<file path="config.mk">
export PLATFORM = sky130hd
export DESIGN_NAME = fgscp_port
export DESIGN_NICKNAME = d
export VERILOG_FILES = /design/src/inc/fgscp_pkg.sv /design/src/rtl/fgscp_port.sv
export SDC_FILE = /design/constraint.sdc
export NUM_CORES = 1
export LEC_CHECK = 0
export ABC_AREA = 1
export BUFFER_PORTS_ARGS = -buffer_cell sky130_fd_sc_hd__buf_4
export CAP_MARGIN = 20
export CORE_ASPECT_RATIO = 0.7
export CORE_MARGIN = 1.5
export CORE_UTILIZATION = 58
export DETAILED_ROUTE_END_ITERATION = 8
export HOLD_SLACK_MARGIN = 0.03
export PLACE_DENSITY_LB_ADDON = 0.25
export SLEW_MARGIN = 15
export SYNTH_ARGS = -nofsm -noshare
export SYNTH_HDL_FRONTEND = slang
export SYNTH_SLANG_ARGS = --single-unit
export TNS_END_PERCENT = 30
</file>
<file path="constraint.sdc">
create_clock -name ref_clk -period 2.3 [get_ports ref_clk]
set_clock_uncertainty 0.2 [all_clocks]
set_input_delay 0.46 -clock ref_clk [delete_from_list [all_inputs] [get_ports ref_clk]]
set_output_delay 0.46 -clock ref_clk [all_outputs]
set_load 0.05 [all_outputs]
</file>
<file path="src/inc/fgscp_pkg.sv">
// constants and types for the filter gain serial configuration port
package fgscp_pkg;
  localparam int unsigned CTRL_W = 8;
  localparam int unsigned FREQ_W = 5;
  localparam int unsigned BIT_CNT_W = 4;
  localparam logic [BIT_CNT_W-1:0] DATA_BITS = 4'h8;
  // field placement, frequency code low, selections above it
  localparam int unsigned FREQ_LSB = 0;
  localparam int unsigned PREAMP_POS = 5;
  localparam int unsigned VGA_MAX_POS = 6;
  localparam int unsigned POSTAMP_POS = 7;
  localparam logic [CTRL_W-1:0] CTRL_RESET = 8'h00;
  localparam logic [BIT_CNT_W-1:0] CNT_RESET = 4'h0;
  localparam logic [FREQ_W-1:0] FREQ_NO_SIGNAL = 5'h00;
  typedef enum logic [1:0] {FGSCP_IDLE, FGSCP_CMD, FGSCP_WRITE, FGSCP_READ} fgscp_state_t;
endpackage

</file>
<file path="src/rtl/fgscp_port.sv">
// serial configuration port holding the shared filter and gain control word
`timescale 1ns/1ns
`default_nettype none
// Overview of operation
// - one eight-bit word holds a five-bit corner code and three gain selection bits.
// - the single word drives both channels at once, with no per-channel copy.
// - the first rising serial clock after the frame falls samples data: high writes, low reads.
// - a write captures eight bits on the next eight rising edges, least significant first.
// - the captured code is applied only when the frame line returns high after a write.
// - a read shifts the stored word out, least significant first, on eight falling edges.
// - a read ends when the frame goes high and leaves the stored word unchanged.
// - the read returns the codes last written.
// - the preamplifier bit selects 3 dB or 6 dB for both input buffers together.
// - the postamplifier bit selects one of two fixed gains.
// - a high offset-loop disable input turns the offset loop off, otherwise it stays on.
// - corner code N gives N MHz for 1 to 31; code 0 passes no signal.
module fgscp_port
  import fgscp_pkg::*;
#(
  parameter int unsigned P_FREQ_LSB = fgscp_pkg::FREQ_LSB,
  parameter int unsigned P_PREAMP_POS = fgscp_pkg::PREAMP_POS,
  parameter int unsigned P_VGA_MAX_POS = fgscp_pkg::VGA_MAX_POS,
  parameter int unsigned P_POSTAMP_POS = fgscp_pkg::POSTAMP_POS
) (
  input wire logic ref_clk,
  input wire logic reset,
  input wire logic latch_frame_n,
  input wire logic serial_clk,
  input wire logic serial_data,
  input wire logic offset_loop_disable,
  output logic serial_out,
  output logic serial_out_en,
  output logic [fgscp_pkg::FREQ_W-1:0] corner_code,
  output logic signal_pass,
  output logic preamp_gain_6db,
  output logic vga_max_gain_sel,
  output logic postamp_gain_sel,
  output logic offset_loop_enable
);
  import fgscp_pkg::*;

  ////////////////////////////////////////////////////////////////////////////////
  // pin synchronisers; first stage is read only by the second
  logic [2:0] le_s1_r, le_s2_r;
  logic sclk_d_r, le_d_r;
  // reset matches the idle pins (frame high, clock low) so no false edge follows reset
  always_ff @(posedge ref_clk or posedge reset) begin
    if (reset) begin
      le_s1_r <= 3'h4;
      le_s2_r <= 3'h4;
    end else begin
      le_s1_r <= {latch_frame_n, serial_clk, serial_data};
      le_s2_r <= le_s1_r;
    end
  end

  // static strap pin still gets two stages before the output flop
  logic ofd_s1_r, ofd_s2_r;
  always_ff @(posedge ref_clk or posedge reset) begin
    if (reset) begin
      ofd_s1_r <= 1'b0;
      ofd_s2_r <= 1'b0;
    end else begin
      ofd_s1_r <= offset_loop_disable;
      ofd_s2_r <= ofd_s1_r;
    end
  end

  logic frame_n_s, sclk_s, sdata_s;
  assign frame_n_s = le_s2_r[2];
  assign sclk_s = le_s2_r[1];
  assign sdata_s = le_s2_r[0];

  always_ff @(posedge ref_clk or posedge reset) begin
    if (reset) begin
      sclk_d_r <= 1'b0;
      le_d_r <= 1'b1;
    end else begin
      sclk_d_r <= sclk_s;
      le_d_r <= frame_n_s;
    end
  end

  logic sclk_rise, sclk_fall, frame_rise;
  assign sclk_rise = sclk_s & ~sclk_d_r;
  assign sclk_fall = ~sclk_s & sclk_d_r;
  assign frame_rise = frame_n_s & ~le_d_r;

  ////////////////////////////////////////////////////////////////////////////////
  // transaction sequencer
  fgscp_state_t state_r;
  logic [BIT_CNT_W-1:0] cnt_r;
  logic [CTRL_W-1:0] shift_r;
  logic [CTRL_W-1:0] ctrl_r;
  logic [CTRL_W-1:0] rd_r;
  logic wr_done_r;

  always_ff @(posedge ref_clk or posedge reset) begin
    if (reset) begin
      state_r <= FGSCP_IDLE;
    end else if (frame_n_s) begin
      state_r <= FGSCP_IDLE;
    end else begin
      case (state_r)
        FGSCP_IDLE: state_r <= FGSCP_CMD;
        FGSCP_CMD: begin
          if (sclk_rise) begin
            state_r <= sdata_s ? FGSCP_WRITE : FGSCP_READ;
          end
        end
        FGSCP_WRITE: state_r <= FGSCP_WRITE;
        FGSCP_READ: state_r <= FGSCP_READ;
        default: state_r <= FGSCP_IDLE;
      endcase
    end
  end

  // bit counter shared by both directions; extra edges past eight are ignored
  always_ff @(posedge ref_clk or posedge reset) begin
    if (reset) begin
      cnt_r <= CNT_RESET;
    end else if (state_r == FGSCP_CMD || frame_n_s) begin
      cnt_r <= CNT_RESET;
    end else if (cnt_r != DATA_BITS &&
                 ((state_r == FGSCP_WRITE && sclk_rise) ||
                  (state_r == FGSCP_READ && sclk_fall))) begin
      cnt_r <= cnt_r + 4'h1;
    end
  end

  // write shift register, lsb arrives first so shift right from the top
  always_ff @(posedge ref_clk or posedge reset) begin
    if (reset) begin
      shift_r <= CTRL_RESET;
    end else if (state_r == FGSCP_WRITE && sclk_rise && cnt_r != DATA_BITS) begin
      shift_r <= {sdata_s, shift_r[CTRL_W-1:1]};
    end
  end

  always_ff @(posedge ref_clk or posedge reset) begin
    if (reset) begin
      wr_done_r <= 1'b0;
    end else if (frame_n_s) begin
      wr_done_r <= 1'b0;
    end else if (state_r == FGSCP_WRITE && sclk_rise && cnt_r == DATA_BITS - 4'h1) begin
      wr_done_r <= 1'b1;
    end
  end

  // partial writes are dropped so a short frame cannot corrupt the word
  always_ff @(posedge ref_clk or posedge reset) begin
    if (reset) begin
      ctrl_r <= CTRL_RESET;
    end else if (frame_rise && wr_done_r) begin
      ctrl_r <= shift_r;
    end
  end

  ////////////////////////////////////////////////////////////////////////////////
  // readback: load on command, present next bit on each of the first eight falling edges
  always_ff @(posedge ref_clk or posedge reset) begin
    if (reset) begin
      rd_r <= CTRL_RESET;
    end else if (state_r == FGSCP_CMD) begin
      rd_r <= ctrl_r;
    end else if (state_r == FGSCP_READ && sclk_fall && cnt_r != DATA_BITS) begin
      rd_r <= {1'b0, rd_r[CTRL_W-1:1]};
    end
  end

  always_ff @(posedge ref_clk or posedge reset) begin
    if (reset) begin
      serial_out <= 1'b0;
      serial_out_en <= 1'b0;
    end else if (state_r == FGSCP_READ && sclk_fall && cnt_r != DATA_BITS) begin
      serial_out <= rd_r[0];
      serial_out_en <= 1'b1;
    end else if (frame_n_s) begin
      serial_out <= 1'b0;
      serial_out_en <= 1'b0;
    end
  end

  ////////////////////////////////////////////////////////////////////////////////
  // shared analog controls, one copy feeds both channels
  always_ff @(posedge ref_clk or posedge reset) begin
    if (reset) begin
      corner_code <= FREQ_NO_SIGNAL;
      signal_pass <= 1'b0;
      preamp_gain_6db <= 1'b0;
      vga_max_gain_sel <= 1'b0;
      postamp_gain_sel <= 1'b0;
      offset_loop_enable <= 1'b1;
    end else begin
      corner_code <= ctrl_r[P_FREQ_LSB +: FREQ_W];
      signal_pass <= ctrl_r[P_FREQ_LSB +: FREQ_W] != FREQ_NO_SIGNAL;
      preamp_gain_6db <= ctrl_r[P_PREAMP_POS];
      vga_max_gain_sel <= ctrl_r[P_VGA_MAX_POS];
      postamp_gain_sel <= ctrl_r[P_POSTAMP_POS];
      offset_loop_enable <= ~ofd_s2_r;
    end
  end
endmodule
`default_nettype wire

</file>
* After elaboration in Yosys (flattened, before gate mapping)
Cells that the tools add are included.
Word-level totals: output and inout port bits 12, input bits 6, flip-flop bits (word level) 53
Cells by class: eq/ne operators 6, reduce and logical (&&, ||, !) cells 15, bitwise logic cells 7, $add $sub $neg 1, muxes and demuxes 13
Operator list (number):
- $mux 8 | 2
- $mux 4 | 2
- $pmux 2 s4 | 1
- $reduce_bool 2->1 | 4
- $logic_and 1x1->1 | 7
- $mux 1 | 6
- $reduce_bool 5->1 | 1
- $add 4x1->4 const B | 1
- $eq 2x2->1 const B | 2
- $eq 4x3->1 const B | 1
- $mux 2 | 2
- $ne 4x4->1 const B | 1
- $not 1->1 | 4
- $and 1x1->1 | 3
- $ne 3x3->1 const B | 1
- $eq 2x1->1 const B | 1
- $logic_not 2->1 | 1
- $logic_or 1x1->1 | 2

* Depth between registers and ports, before layout
Gate-level depths: netlist (run 1).
word-level depth 7, gate-level depth with buffers 8, mapped depth without buffers 8

* Worst setup path before layout (run 1)
Ideal clock, no wire load.
kind reg2reg, from reg cnt_r[0], to reg rd_r[0], setup time 117 ps, data arrival time 1196 ps, path buffers 1, period minus slack after synthesis 1514 ps, setup slack 786 ps, cell stages (with the launch flop) 9, path through dfrtp_1 -> inv_1 -> ha_1 -> nand3b_4 -> nand2_4 -> nand2_4 -> buf_12 -> nand2_1 -> o21ai_2
On the way: cells in the longest elaborated chain, start to end 3
RTL lines:
- from (decl) | RTL line fgscp_port.sv:92 | logic [BIT_CNT_W-1:0] cnt_r;
- from (signal assigned) | RTL line fgscp_port.sv:127 | cnt_r <= cnt_r + 4'h1;
- $ne 4x4->1 | RTL line fgscp_port.sv:166 | end else if (state_r == FGSCP_READ && sclk_fall && cnt_r != DATA_BITS) begin
- $logic_and 1x1->1 | RTL line fgscp_port.sv:166
- $reduce_bool 2->1 (no line)
- to (signal assigned) | RTL line fgscp_port.sv:165 | rd_r <= ctrl_r;
- to (signal assigned) | RTL line fgscp_port.sv:167 | rd_r <= {1'b0, rd_r[CTRL_W-1:1]};
- to (decl) | RTL line fgscp_port.sv:95 | logic [CTRL_W-1:0] rd_r;
No other way between the ends. A chain may end at the register's enable or synchronous reset.

* Final worst setup path (run 1)
from reg cnt_r[0], to reg cnt_r[3]
On the way: cells in the longest elaborated chain, start to end 3, elaborated cells on any way between the ends 6
RTL lines:
- $add 4x1->4 / $ne 4x4->1 (equally long branches) | RTL line fgscp_port.sv:127, fgscp_port.sv:124
- $mux 4 / $logic_and 1x1->1 (equally long branches) | RTL line fgscp_port.sv:124 | end else if (cnt_r != DATA_BITS &&
- $mux 4 / $reduce_bool 2->1 (equally long branches)
Several ways; a longest one is shown, not always the timed one. The select of a mux whose other input is x is not followed.

==> flow_summary.json, run 1 <==
{
  "layout-drive-gt1-share_pct": 21.89,
  "cts.clk_slew.worst_paths_ns": 0.09,
  "cts_tree": "built",
  "synth_area_sq_mm": 0.002143,
  "overflow": 0,
  "ir_worst_vdd_mv": 0.4893,
  "drt-total-wl_microns": 3403,
  "finalSetupViolCount": 0,
  "cp_common_cell": "nand2_1",
  "drt-wirelength-per-cell_microns": 12.02,
  "viasPerCell": 4.915,
  "io_pins": 18,
  "start_util_pct": 60.62,
  "insertion_delay_ns": 0.30,
  "start_kind": "register",
  "grt_first_pass_wirelength_microns": 5754,
  "crit_slowest_cell": "dfrtp_1",
  "finalInstanceArea_sq_mm": 0.002421,
  "ctsResizeCount": 0,
  "cts-root-buf": "clkbuf_8",
  "clockBufferDepth": 2,
  "route.vias.total": 1391,
  "rows": 18,
  "io_buffer_count": 17,
  "critical_path_class": "register to register",
  "grt_pass1_vias": 1278,
  "syn_area_per_cell_sq_um": 10.11,
  "p_leak_nw": 1.189,
  "die_x_microns": 75.66,
  "cp.required_ns": 2.30,
  "synth_edf_count": 0,
  "worstPathCellList": "inv_1 > ha_1 > nand3b_4 > nand2_2 > nand3_1 > nand2_1 > nand2_1",
  "nNetsFinal": 240,
  "finalHoldViolations": 0,
  "drc_errors": 0,
  "synth_warnings": 0,
  "syn_inst": 212,
  "critical_path_buf_inv_count": 1,
  "drtIter0Drc": 94,
  "ctsHoldBuffers": 1,
  "area_growth_syn_to_layout_pct": 12.96,
  "final_antenna_net_count": 0,
  "cpPeakStageDelay_ns": 0.43,
  "fill_cells": 294,
  "cts_setup_buffers": 0,
  "hold_path_class": "primary input to register",
  "syn_nets": 220,
  "timing.final.crit_share_pct": 75.44,
  "place_area_sq_mm": 0.002300,
  "die-area_sq_mm": 0.004075,
  "worstPathArrival_ns": 1.74,
  "seq_area_frac_synth_pct": 62.11,
  "die_y_microns": 53.86,
  "critPathTopFamily": "simple AND/OR/NAND/NOR gates",
  "numCtsBuffers": 5,
  "final_cell_mix": "57 x nand2_1, 49 x dfrtp_1, 28 x inv_1, 17 x buf_4, 14 x o21ai_0",
  "yosysUniqueCellTypes": 21,
  "cellPowerDensity_mw_per_mm2": 693.3,
  "relSlewSlack_pct": 71.55,
  "grt_max_degree": 54,
  "outcome": "finished, final reports clean",
  "dp_hpwl_microns": 2291,
  "maxCapViolations": 0,
  "antenna_found_initial": 0,
  "fmax_mhz": 576.3,
  "drv_slew": 0,
  "rsz0062_at_grt": "false",
  "hold-worst-slack_ns": 0.05691,
  "gp_congestion": 0.7741,
  "worstMarginPinSlew_ns": 0.4257,
  "ys.flop_type": "dfrtp_1",
  "synthArstFlopShare_pct": 100.0,
  "final.setup.tns_ns": 0,
  "grt_use_total_pct": 19.36,
  "cts.sinks": 53,
  "path_max_fanout": 17,
  "min_period_ns": 1.735,
  "ys_ff_latch": 53,
  "diodes": 0,
  "core_area_sq_mm": 0.003536,
  "htreeDepth": 2,
  "endpoint_kind": "register",
  "final_common_cell": "nand2_1",
  "dr.pass1.iters": 4
}
metal layers:
layer,GRT usage (%),wire length (microns),vias up
met3,5.243,149,2
met1,26.85,1746,652
li1,-,-,705
met5,0,0,-
met4,5.952,14,0
met2,30.12,1492,32
worst register-to-register path, delay by kind of cell, from the launching register on:
family | cells | cell delay [ns]
AND/OR/NAND/NOR | 5 | 0.71
flip-flops | 1 | 0.43
adder cells (fa/ha/maj) | 1 | 0.21
buffers and inverters | 1 | 0.10
final timing paths:
kind | from | to | slack, ns | cells after the start
min in group asynchronous | reset | serial_out | 0.56 | 4
setup reg to reg | cnt_r[0] | cnt_r[3] | 0.56 | 7
hold reg to reg | ofd_s2_r | offset_loop_enable | 0.15 | 1
hold / removal | serial_data | le_s1_r[0] | 0.06 | 1
max in group asynchronous | reset | le_s1_r[2] | 1.06 | 4
setup / recovery | cnt_r[0] | cnt_r[3] | 0.56 | 7
cells by family after synthesis:
family / after synthesis / share of synthesized area, %
AO/OA/AOI/OAI: 29 / 9.049
buffers and inverters: 36 / 7.764
flip-flops: 53 / 62.11
AND/OR/NAND/NOR: 92 / 19.91
adder cells (fa/ha/maj): 2 / 1.167
report_power, final:
group	internal, mW	switching, mW	leakage (nW)
combinational	0.0269	0.0664	0.427
sequential	0.954	0.0128	0.707
clock	0.327	0.292	0.0554
total	1.31	0.371	1.19
cell usage after synthesis (2+ instances only):
library cell,number,area share [%]
buf_2,3,0.70
nand2_2,2,0.58
nand4_1,4,1.2
nor2_1,8,1.4
inv_1,29,5.1
nand2_1,57,10
nor3_1,3,0.70
a21oi_1,2,0.47
dfstp_2,4,4.9
nor2_4,2,1.1
nand2_4,2,1.1
nand3_1,13,3.0
o21ai_2,13,5.3
o21ai_0,14,3.3
ha_1,2,1.2
dfrtp_1,49,57
registers in the layout, indices dropped and copies added (netlist names):
name / count
postamp_gain_sel: 1
rd_r: 8
cnt_r: 4
shift_r: 8
wr_done_r: 1
le_s1_r: 3
le_d_r: 1
corner_code: 5
serial_out: 1
signal_pass: 1
offset_loop_enable: 1
vga_max_gain_sel: 1
serial_out_en: 1
le_s2_r: 3
ctrl_r: 8
state_r: 2
preamp_gain_6db: 1
ofd_s1_r: 1
ofd_s2_r: 1
sclk_d_r: 1
per-stage QoR:
stage	total power, mW	util [%]	setup slack, ns	cells
after floorplan	1.060	-	0.3604	212
after global placement	1.075	65.04	0.6429	274
after detailed placement	1.078	65.04	0.5588	274
after CTS	1.691	68.47	0.5493	283
after global routing	1.744	68.47	0.3807	283
final	1.678	68.47	0.5649	283
area by class of cell:
type | count | area [sq um] | area share, %
Tap cell | 50 | 62.56 | 2.584
Multi-Input combinational cell | 123 | 645.6 | 26.67
Inverter | 30 | 112.6 | 4.651
Clock buffer | 6 | 72.57 | 2.997
Clock inverter | 2 | 38.79 | 1.602
Sequential cell | 53 | 1331 | 54.99
Timing Repair Buffer | 19 | 157.7 | 6.512
(Power assumes the default switching activity.)
==> run 2: changes to the inputs <==
--- a/config.mk
+++ b/config.mk
@@ -10,7 +10,7 @@
 export CAP_MARGIN = 20
 export CORE_ASPECT_RATIO = 0.7
 export CORE_MARGIN = 1.5
-export CORE_UTILIZATION = 58
+export CORE_UTILIZATION = 52
 export DETAILED_ROUTE_END_ITERATION = 8
 export HOLD_SLACK_MARGIN = 0.03
 export PLACE_DENSITY_LB_ADDON = 0.25
==> constraint.sdc (replaced) <==
create_clock -name ref_clk -period 1.5 [get_ports ref_clk]
set_clock_uncertainty 0.2 [all_clocks]
set_input_delay 0.3 -clock ref_clk [delete_from_list [all_inputs] [get_ports ref_clk]]
set_output_delay 0.3 -clock ref_clk [all_outputs]
set_load 0.05 [all_outputs]
==> flow_summary.json, run 2 (synthesis gave the netlist of run 1 again) <==
{
  "layout-drive-gt1-share_pct": 27.53,
  "hold_path_class": "register to register",
  "dr.pass1.iters": 4,
  "crit_slowest_cell": "dfstp_2",
  "io_pins": 18,
  "grt_first_pass_wirelength_microns": 6651,
  "grt_util_met2_pct": 29.18,
  "die_x_microns": 79.74,
  "rsz0062_at_grt": "true",
  "path_depth": 1,
  "drt-wirelength-per-cell_microns": 12.71,
  "gp_congestion": 0.8709,
  "start_kind": "register",
  "finalSetupViolCount": 0,
  "reg2regPathDepth": 7,
  "insertion_delay_ns": 0.31,
  "finalHoldViolations": 0,
  "place_ws_ns": -0.001234,
  "timing.final.crit_share_pct": 99.38,
  "dp_hpwl_microns": 2483,
  "drt-total-wl_microns": 3800,
  "cts.sinks": 53,
  "endpoint_kind": "primary output",
  "final_cell_mix": "55 x nand2_1, 49 x dfrtp_1, 26 x inv_1, 24 x buf_4",
  "cp.required_ns": 1.00,
  "worstPathCellList": "buf_8",
  "cpPeakStageDelay_ns": 0.55,
  "min_period_ns": 1.491,
  "fmax_mhz": 670.9,
  "ir_worst_vdd_mv": 0.7697,
  "critPathTopFamily": "flip-flops",
  "grt_use_met1_pct": 29.03,
  "io_buffer_count": 17,
  "grt_use_total_pct": 20.20,
  "cts-root-buf": "clkbuf_8",
  "grt-busiest-layer": "met2",
  "grt_pass1_vias": 1431,
  "final_common_cell": "nand2_1",
  "maxCapViolations": 0,
  "start_util_pct": 54.31,
  "viasPerCell": 4.886,
  "antenna_found_initial": 0,
  "nNetsFinal": 254,
  "overflow": 0,
  "path_max_fanout": 1,
  "drtIter0Drc": 124,
  "clockBufferDepth": 2,
  "largestRegisters": "ctrl_r (8), rd_r (8), shift_r (8)",
  "route.vias.total": 1461,
  "critical_path_class": "register to primary output",
  "total_power_mw": 2.669,
  "worstPathArrival_ns": 0.99,
  "grt_max_degree": 54,
  "htreeDepth": 2,
  "numCtsBuffers": 5,
  "reg2reg_slack_ns": 0.07,
  "whs_path_depth": 1,
  "cts_tree": "built",
  "area_growth_syn_to_layout_pct": 22.42,
  "worstMarginPinSlew_ns": 0.4105,
  "fin_ws_ns": 0.009356,
  "diodes": 0,
  "die_y_microns": 56.72,
  "fin_cells": 299,
  "grt.met3_usage_pct": 5.366,
  "drv_slew": 0,
  "die-area_sq_mm": 0.004522,
  "outcome": "finished, final reports clean",
  "final.setup.tns_ns": 0,
  "p_leak_nw": 1.271,
  "cellPowerDensity_mw_per_mm2": 1017,
  "cts.clk_slew.worst_paths_ns": 0.09,
  "final_antenna_net_count": 0,
  "core_area_sq_mm": 0.003946,
  "drc_errors": 0,
  "rows": 19,
  "placed_cells": 282,
  "critical_path_buf_inv_count": 1,
  "relSlewSlack_pct": 72.57
}
[run 2: cell count changes in the layout (fill, tap and decap cells not counted), moves of 2 or more]
| cell | before | now |
|---|---|---|
| buf_12 | 1 | 3 |
| buf_4 | 17 | 24 |
| dlygate4sd3_1 | 1 | 5 |
| inv_1 | 28 | 26 |
| nand2_1 | 57 | 55 |
| o21ai_0 | 14 | 12 |
| o21ai_1 | 0 | 2 |
[run 2: cell type report]
class                      instances  area (sq um)
clock buffer                       5         68.82
clock inverter                     3         50.05
fill                             319          1323
inverter                          30         118.9
multi-input combinational        123         684.4
sequential                        53          1331
tap                               52         65.06
timing repair buffer              33         305.3
[run 2: final timing paths]
| path | to | from |
|---|---|---|
| max | offset_loop_enable | offset_loop_enable |
| min | offset_loop_enable | ofd_s2_r |
| max reg2reg | rd_r[5] | cnt_r[0] |
| min reg2reg | offset_loop_enable | ofd_s2_r |
| max in group asynchronous | offset_loop_enable | reset |
| min in group asynchronous | rd_r[0] | reset |
[run 2: repair_timing]
action,CTS,global route
gates resized for setup,3,12
pin swaps,1,3
setup endpoints to repair,9,21
hold endpoints to repair,53,0
hold buffers,5,0
setup buffers,2,2
[run 2: metrics by stage]
stage | cell area (sq um) | util, % | hold slack, ns
after floorplan | 2147 | - | 0.1045
after global placement | 2364 | 59.89 | 0.1321
after detailed placement | 2364 | 59.89 | 0.1347
after CTS | 2557 | 64.81 | 0.1554
after global routing | 2624 | 66.49 | 0.1644
final | 2624 | 66.49 | 0.1547
[run 2: report_power, final]
group	internal [mW]	switching, mW
combinational	0.0694	0.118
clock	0.512	0.491
sequential	1.46	0.0165
total	2.04	0.625
[run 2: metal layers]
layer	share of wire, %	vias to the layer above
met5	0	-
met4	1.3	0
met3	3.9	4
met2	45	25
met1	50	694
li1	-	738
==> run 3: changes to the inputs <==
--- a/config.mk
+++ b/config.mk
@@ -6,7 +6,7 @@
 export NUM_CORES = 1
 export LEC_CHECK = 0
 export ABC_AREA = 1
-export BUFFER_PORTS_ARGS = -buffer_cell sky130_fd_sc_hd__buf_4
+export BUFFER_PORTS_ARGS = -buffer_cell sky130_fd_sc_hd__buf_2
 export CAP_MARGIN = 20
 export CORE_ASPECT_RATIO = 0.7
 export CORE_MARGIN = 1.5
==> flow_summary.json, run 3 (synthesis gave the netlist of run 1 again) <==
{
  "final_common_cell": "nand2_1",
  "cpPeakStageDelay_ns": 0.55,
  "core_area_sq_mm": 0.003946,
  "pwr-share-clk_pct": 40.5,
  "fmax_mhz": 671.6,
  "start_util_pct": 54.31,
  "die-area_sq_mm": 0.004522,
  "fill_cells": 324,
  "path_max_fanout": 1,
  "start_kind": "register",
  "final_antenna_net_count": 0,
  "ir_worst_vdd_mv": 0.9596,
  "area_growth_syn_to_layout_pct": 19.91,
  "outcome": "finished, final reports clean",
  "rsz0062_at_grt": "true",
  "overflow": 0,
  "total_power_mw": 2.780,
  "drtIter0Drc": 75,
  "drt-total-wl_microns": 3587,
  "seqPwrFrac_pct": 53.3,
  "largestRegisters": "ctrl_r (8), rd_r (8), shift_r (8)",
  "drc_errors": 0,
  "antenna_found_initial": 0,
  "top_layer_used": "met4",
  "cts.clk_slew.worst_paths_ns": 0.09,
  "wl_met1_microns": 1832,
  "critPathTopFamily": "flip-flops",
  "final_cell_mix": "53 x nand2_1, 49 x dfrtp_1, 26 x inv_1, 16 x buf_2, 14 x o21ai_0",
  "hold-worst-slack_ns": 0.1533,
  "placed_cells": 282,
  "nNetsFinal": 253,
  "finalSetupViolCount": 0,
  "dr.pass1.iters": 4,
  "diodes": 0,
  "critical_path_class": "register to primary output",
  "worstPathCellList": "buf_8",
  "cellPowerDensity_mw_per_mm2": 1082,
  "die_y_microns": 56.72,
  "route.vias.total": 1448,
  "htreeDepth": 2,
  "worstPathArrival_ns": 0.99,
  "rows": 19,
  "grt_pass1_vias": 1376,
  "numCtsBuffers": 5,
  "insertion_delay_ns": 0.30,
  "cp.required_ns": 1.00,
  "dr_wl_met2_microns": 1564,
  "timing.final.crit_share_pct": 99.26,
  "p_comb_share_pct": 6.3,
  "grt_max_degree": 54,
  "p_int_mw": 2.194,
  "final.setup.tns_ns": 0,
  "grt_use_total_pct": 18.54,
  "layout-drive-gt1-share_pct": 28.05,
  "min_period_ns": 1.489,
  "drt-wirelength-per-cell_microns": 12.04,
  "cts_tree": "built",
  "worstMarginPinSlew_ns": 0.2770,
  "fin_cells": 298,
  "endpoint_kind": "primary output",
  "viasPerCell": 4.859,
  "gp_congestion": 0.8338,
  "maxCapViolations": 0,
  "switching_share_pct": 21.07,
  "grt_first_pass_wirelength_microns": 6285,
  "met3_length_microns": 144,
  "p_leak_nw": 1.270,
  "finalHoldViolations": 0,
  "p_sw_uw": 585.9,
  "dp_hpwl_microns": 2463,
  "io_pins": 18,
  "cts.sinks": 53,
  "io_buffer_count": 17,
  "cts-root-buf": "clkbuf_8",
  "critical_path_buf_inv_count": 1,
  "hold_path_class": "register to register",
  "relSlewSlack_pct": 81.53,
  "drv_slew": 0,
  "crit_slowest_cell": "dfstp_2",
  "die_x_microns": 79.74,
  "clockBufferDepth": 2
}
==> run 3: cell types whose count changed in the layout (fill, tap and decap cells not counted), sizes merged <==
cell	change
buf	-1
bufinv	+1
clkinv	-1
==> run 3: routing by layer <==
metal,vias to the layer above,GRT usage (%)
met1,683,27.00
li1,732,-
met2,26,27.24
met5,-,0
met4,0,5.911
met3,7,4.878
==> run 3: timing repair <==
item | 4_1_cts | 5_1_grt
setup buffers | 0 | 3
pin swaps | 0 | 3
hold buffers | 5 | 0
setup endpoints to repair | 1 | 24
endpoints found under the hold margin | 53 | 0
resized for setup | 2 | 11
==> run 3: power by group through the flow <==
stage | clock network [mW] | registers (mW) | logic, mW
finish | 1.13 | 1.48 | 0.174
global route | 1.21 | 1.48 | 0.198
CTS | 1.16 | 1.48 | 0.166
detailed placement | 0 | 1.51 | 0.153
global placement | 0 | 1.51 | 0.151
floorplan | 0 | 1.51 | 0.116
==> run 3: path summary, 6_finish.rpt <==
check / end / depth (start not counted) / startpoint / slack [ns]
max: offset_loop_enable / 1 / offset_loop_enable / 0.01
min: offset_loop_enable / 1 / ofd_s2_r / 0.15
max reg2reg: rd_r[1] / 7 / cnt_r[0] / 0.07
min reg2reg: offset_loop_enable / 1 / ofd_s2_r / 0.15
max in group asynchronous: le_s1_r[2] / 4 / reset / 0.41
min in group asynchronous: cnt_r[0] / 4 / reset / 0.39
==> run 3: layout make-up <==
class	count	area (sq um)	share of cell area (%)
Sequential cell	53	1331	51.80
Timing Repair Buffer	32	249.0	9.688
Clock inverter	3	68.82	2.678
Tap cell	52	65.06	2.532
Inverter	30	116.4	4.528
Clock buffer	5	68.82	2.678
Multi-Input combinational cell	123	670.6	26.10
==> run 3: through the flow <==
stage	util [%]	worst slack, ns	cell area, sq um
floorplan	-	-0.01375	2147
CTS	63.73	-0.004069	2515
finish	65.12	0.01103	2570
global placement	58.81	0.08283	2321
detailed placement	58.81	0.03373	2321
global route	65.12	-0.02058	2570
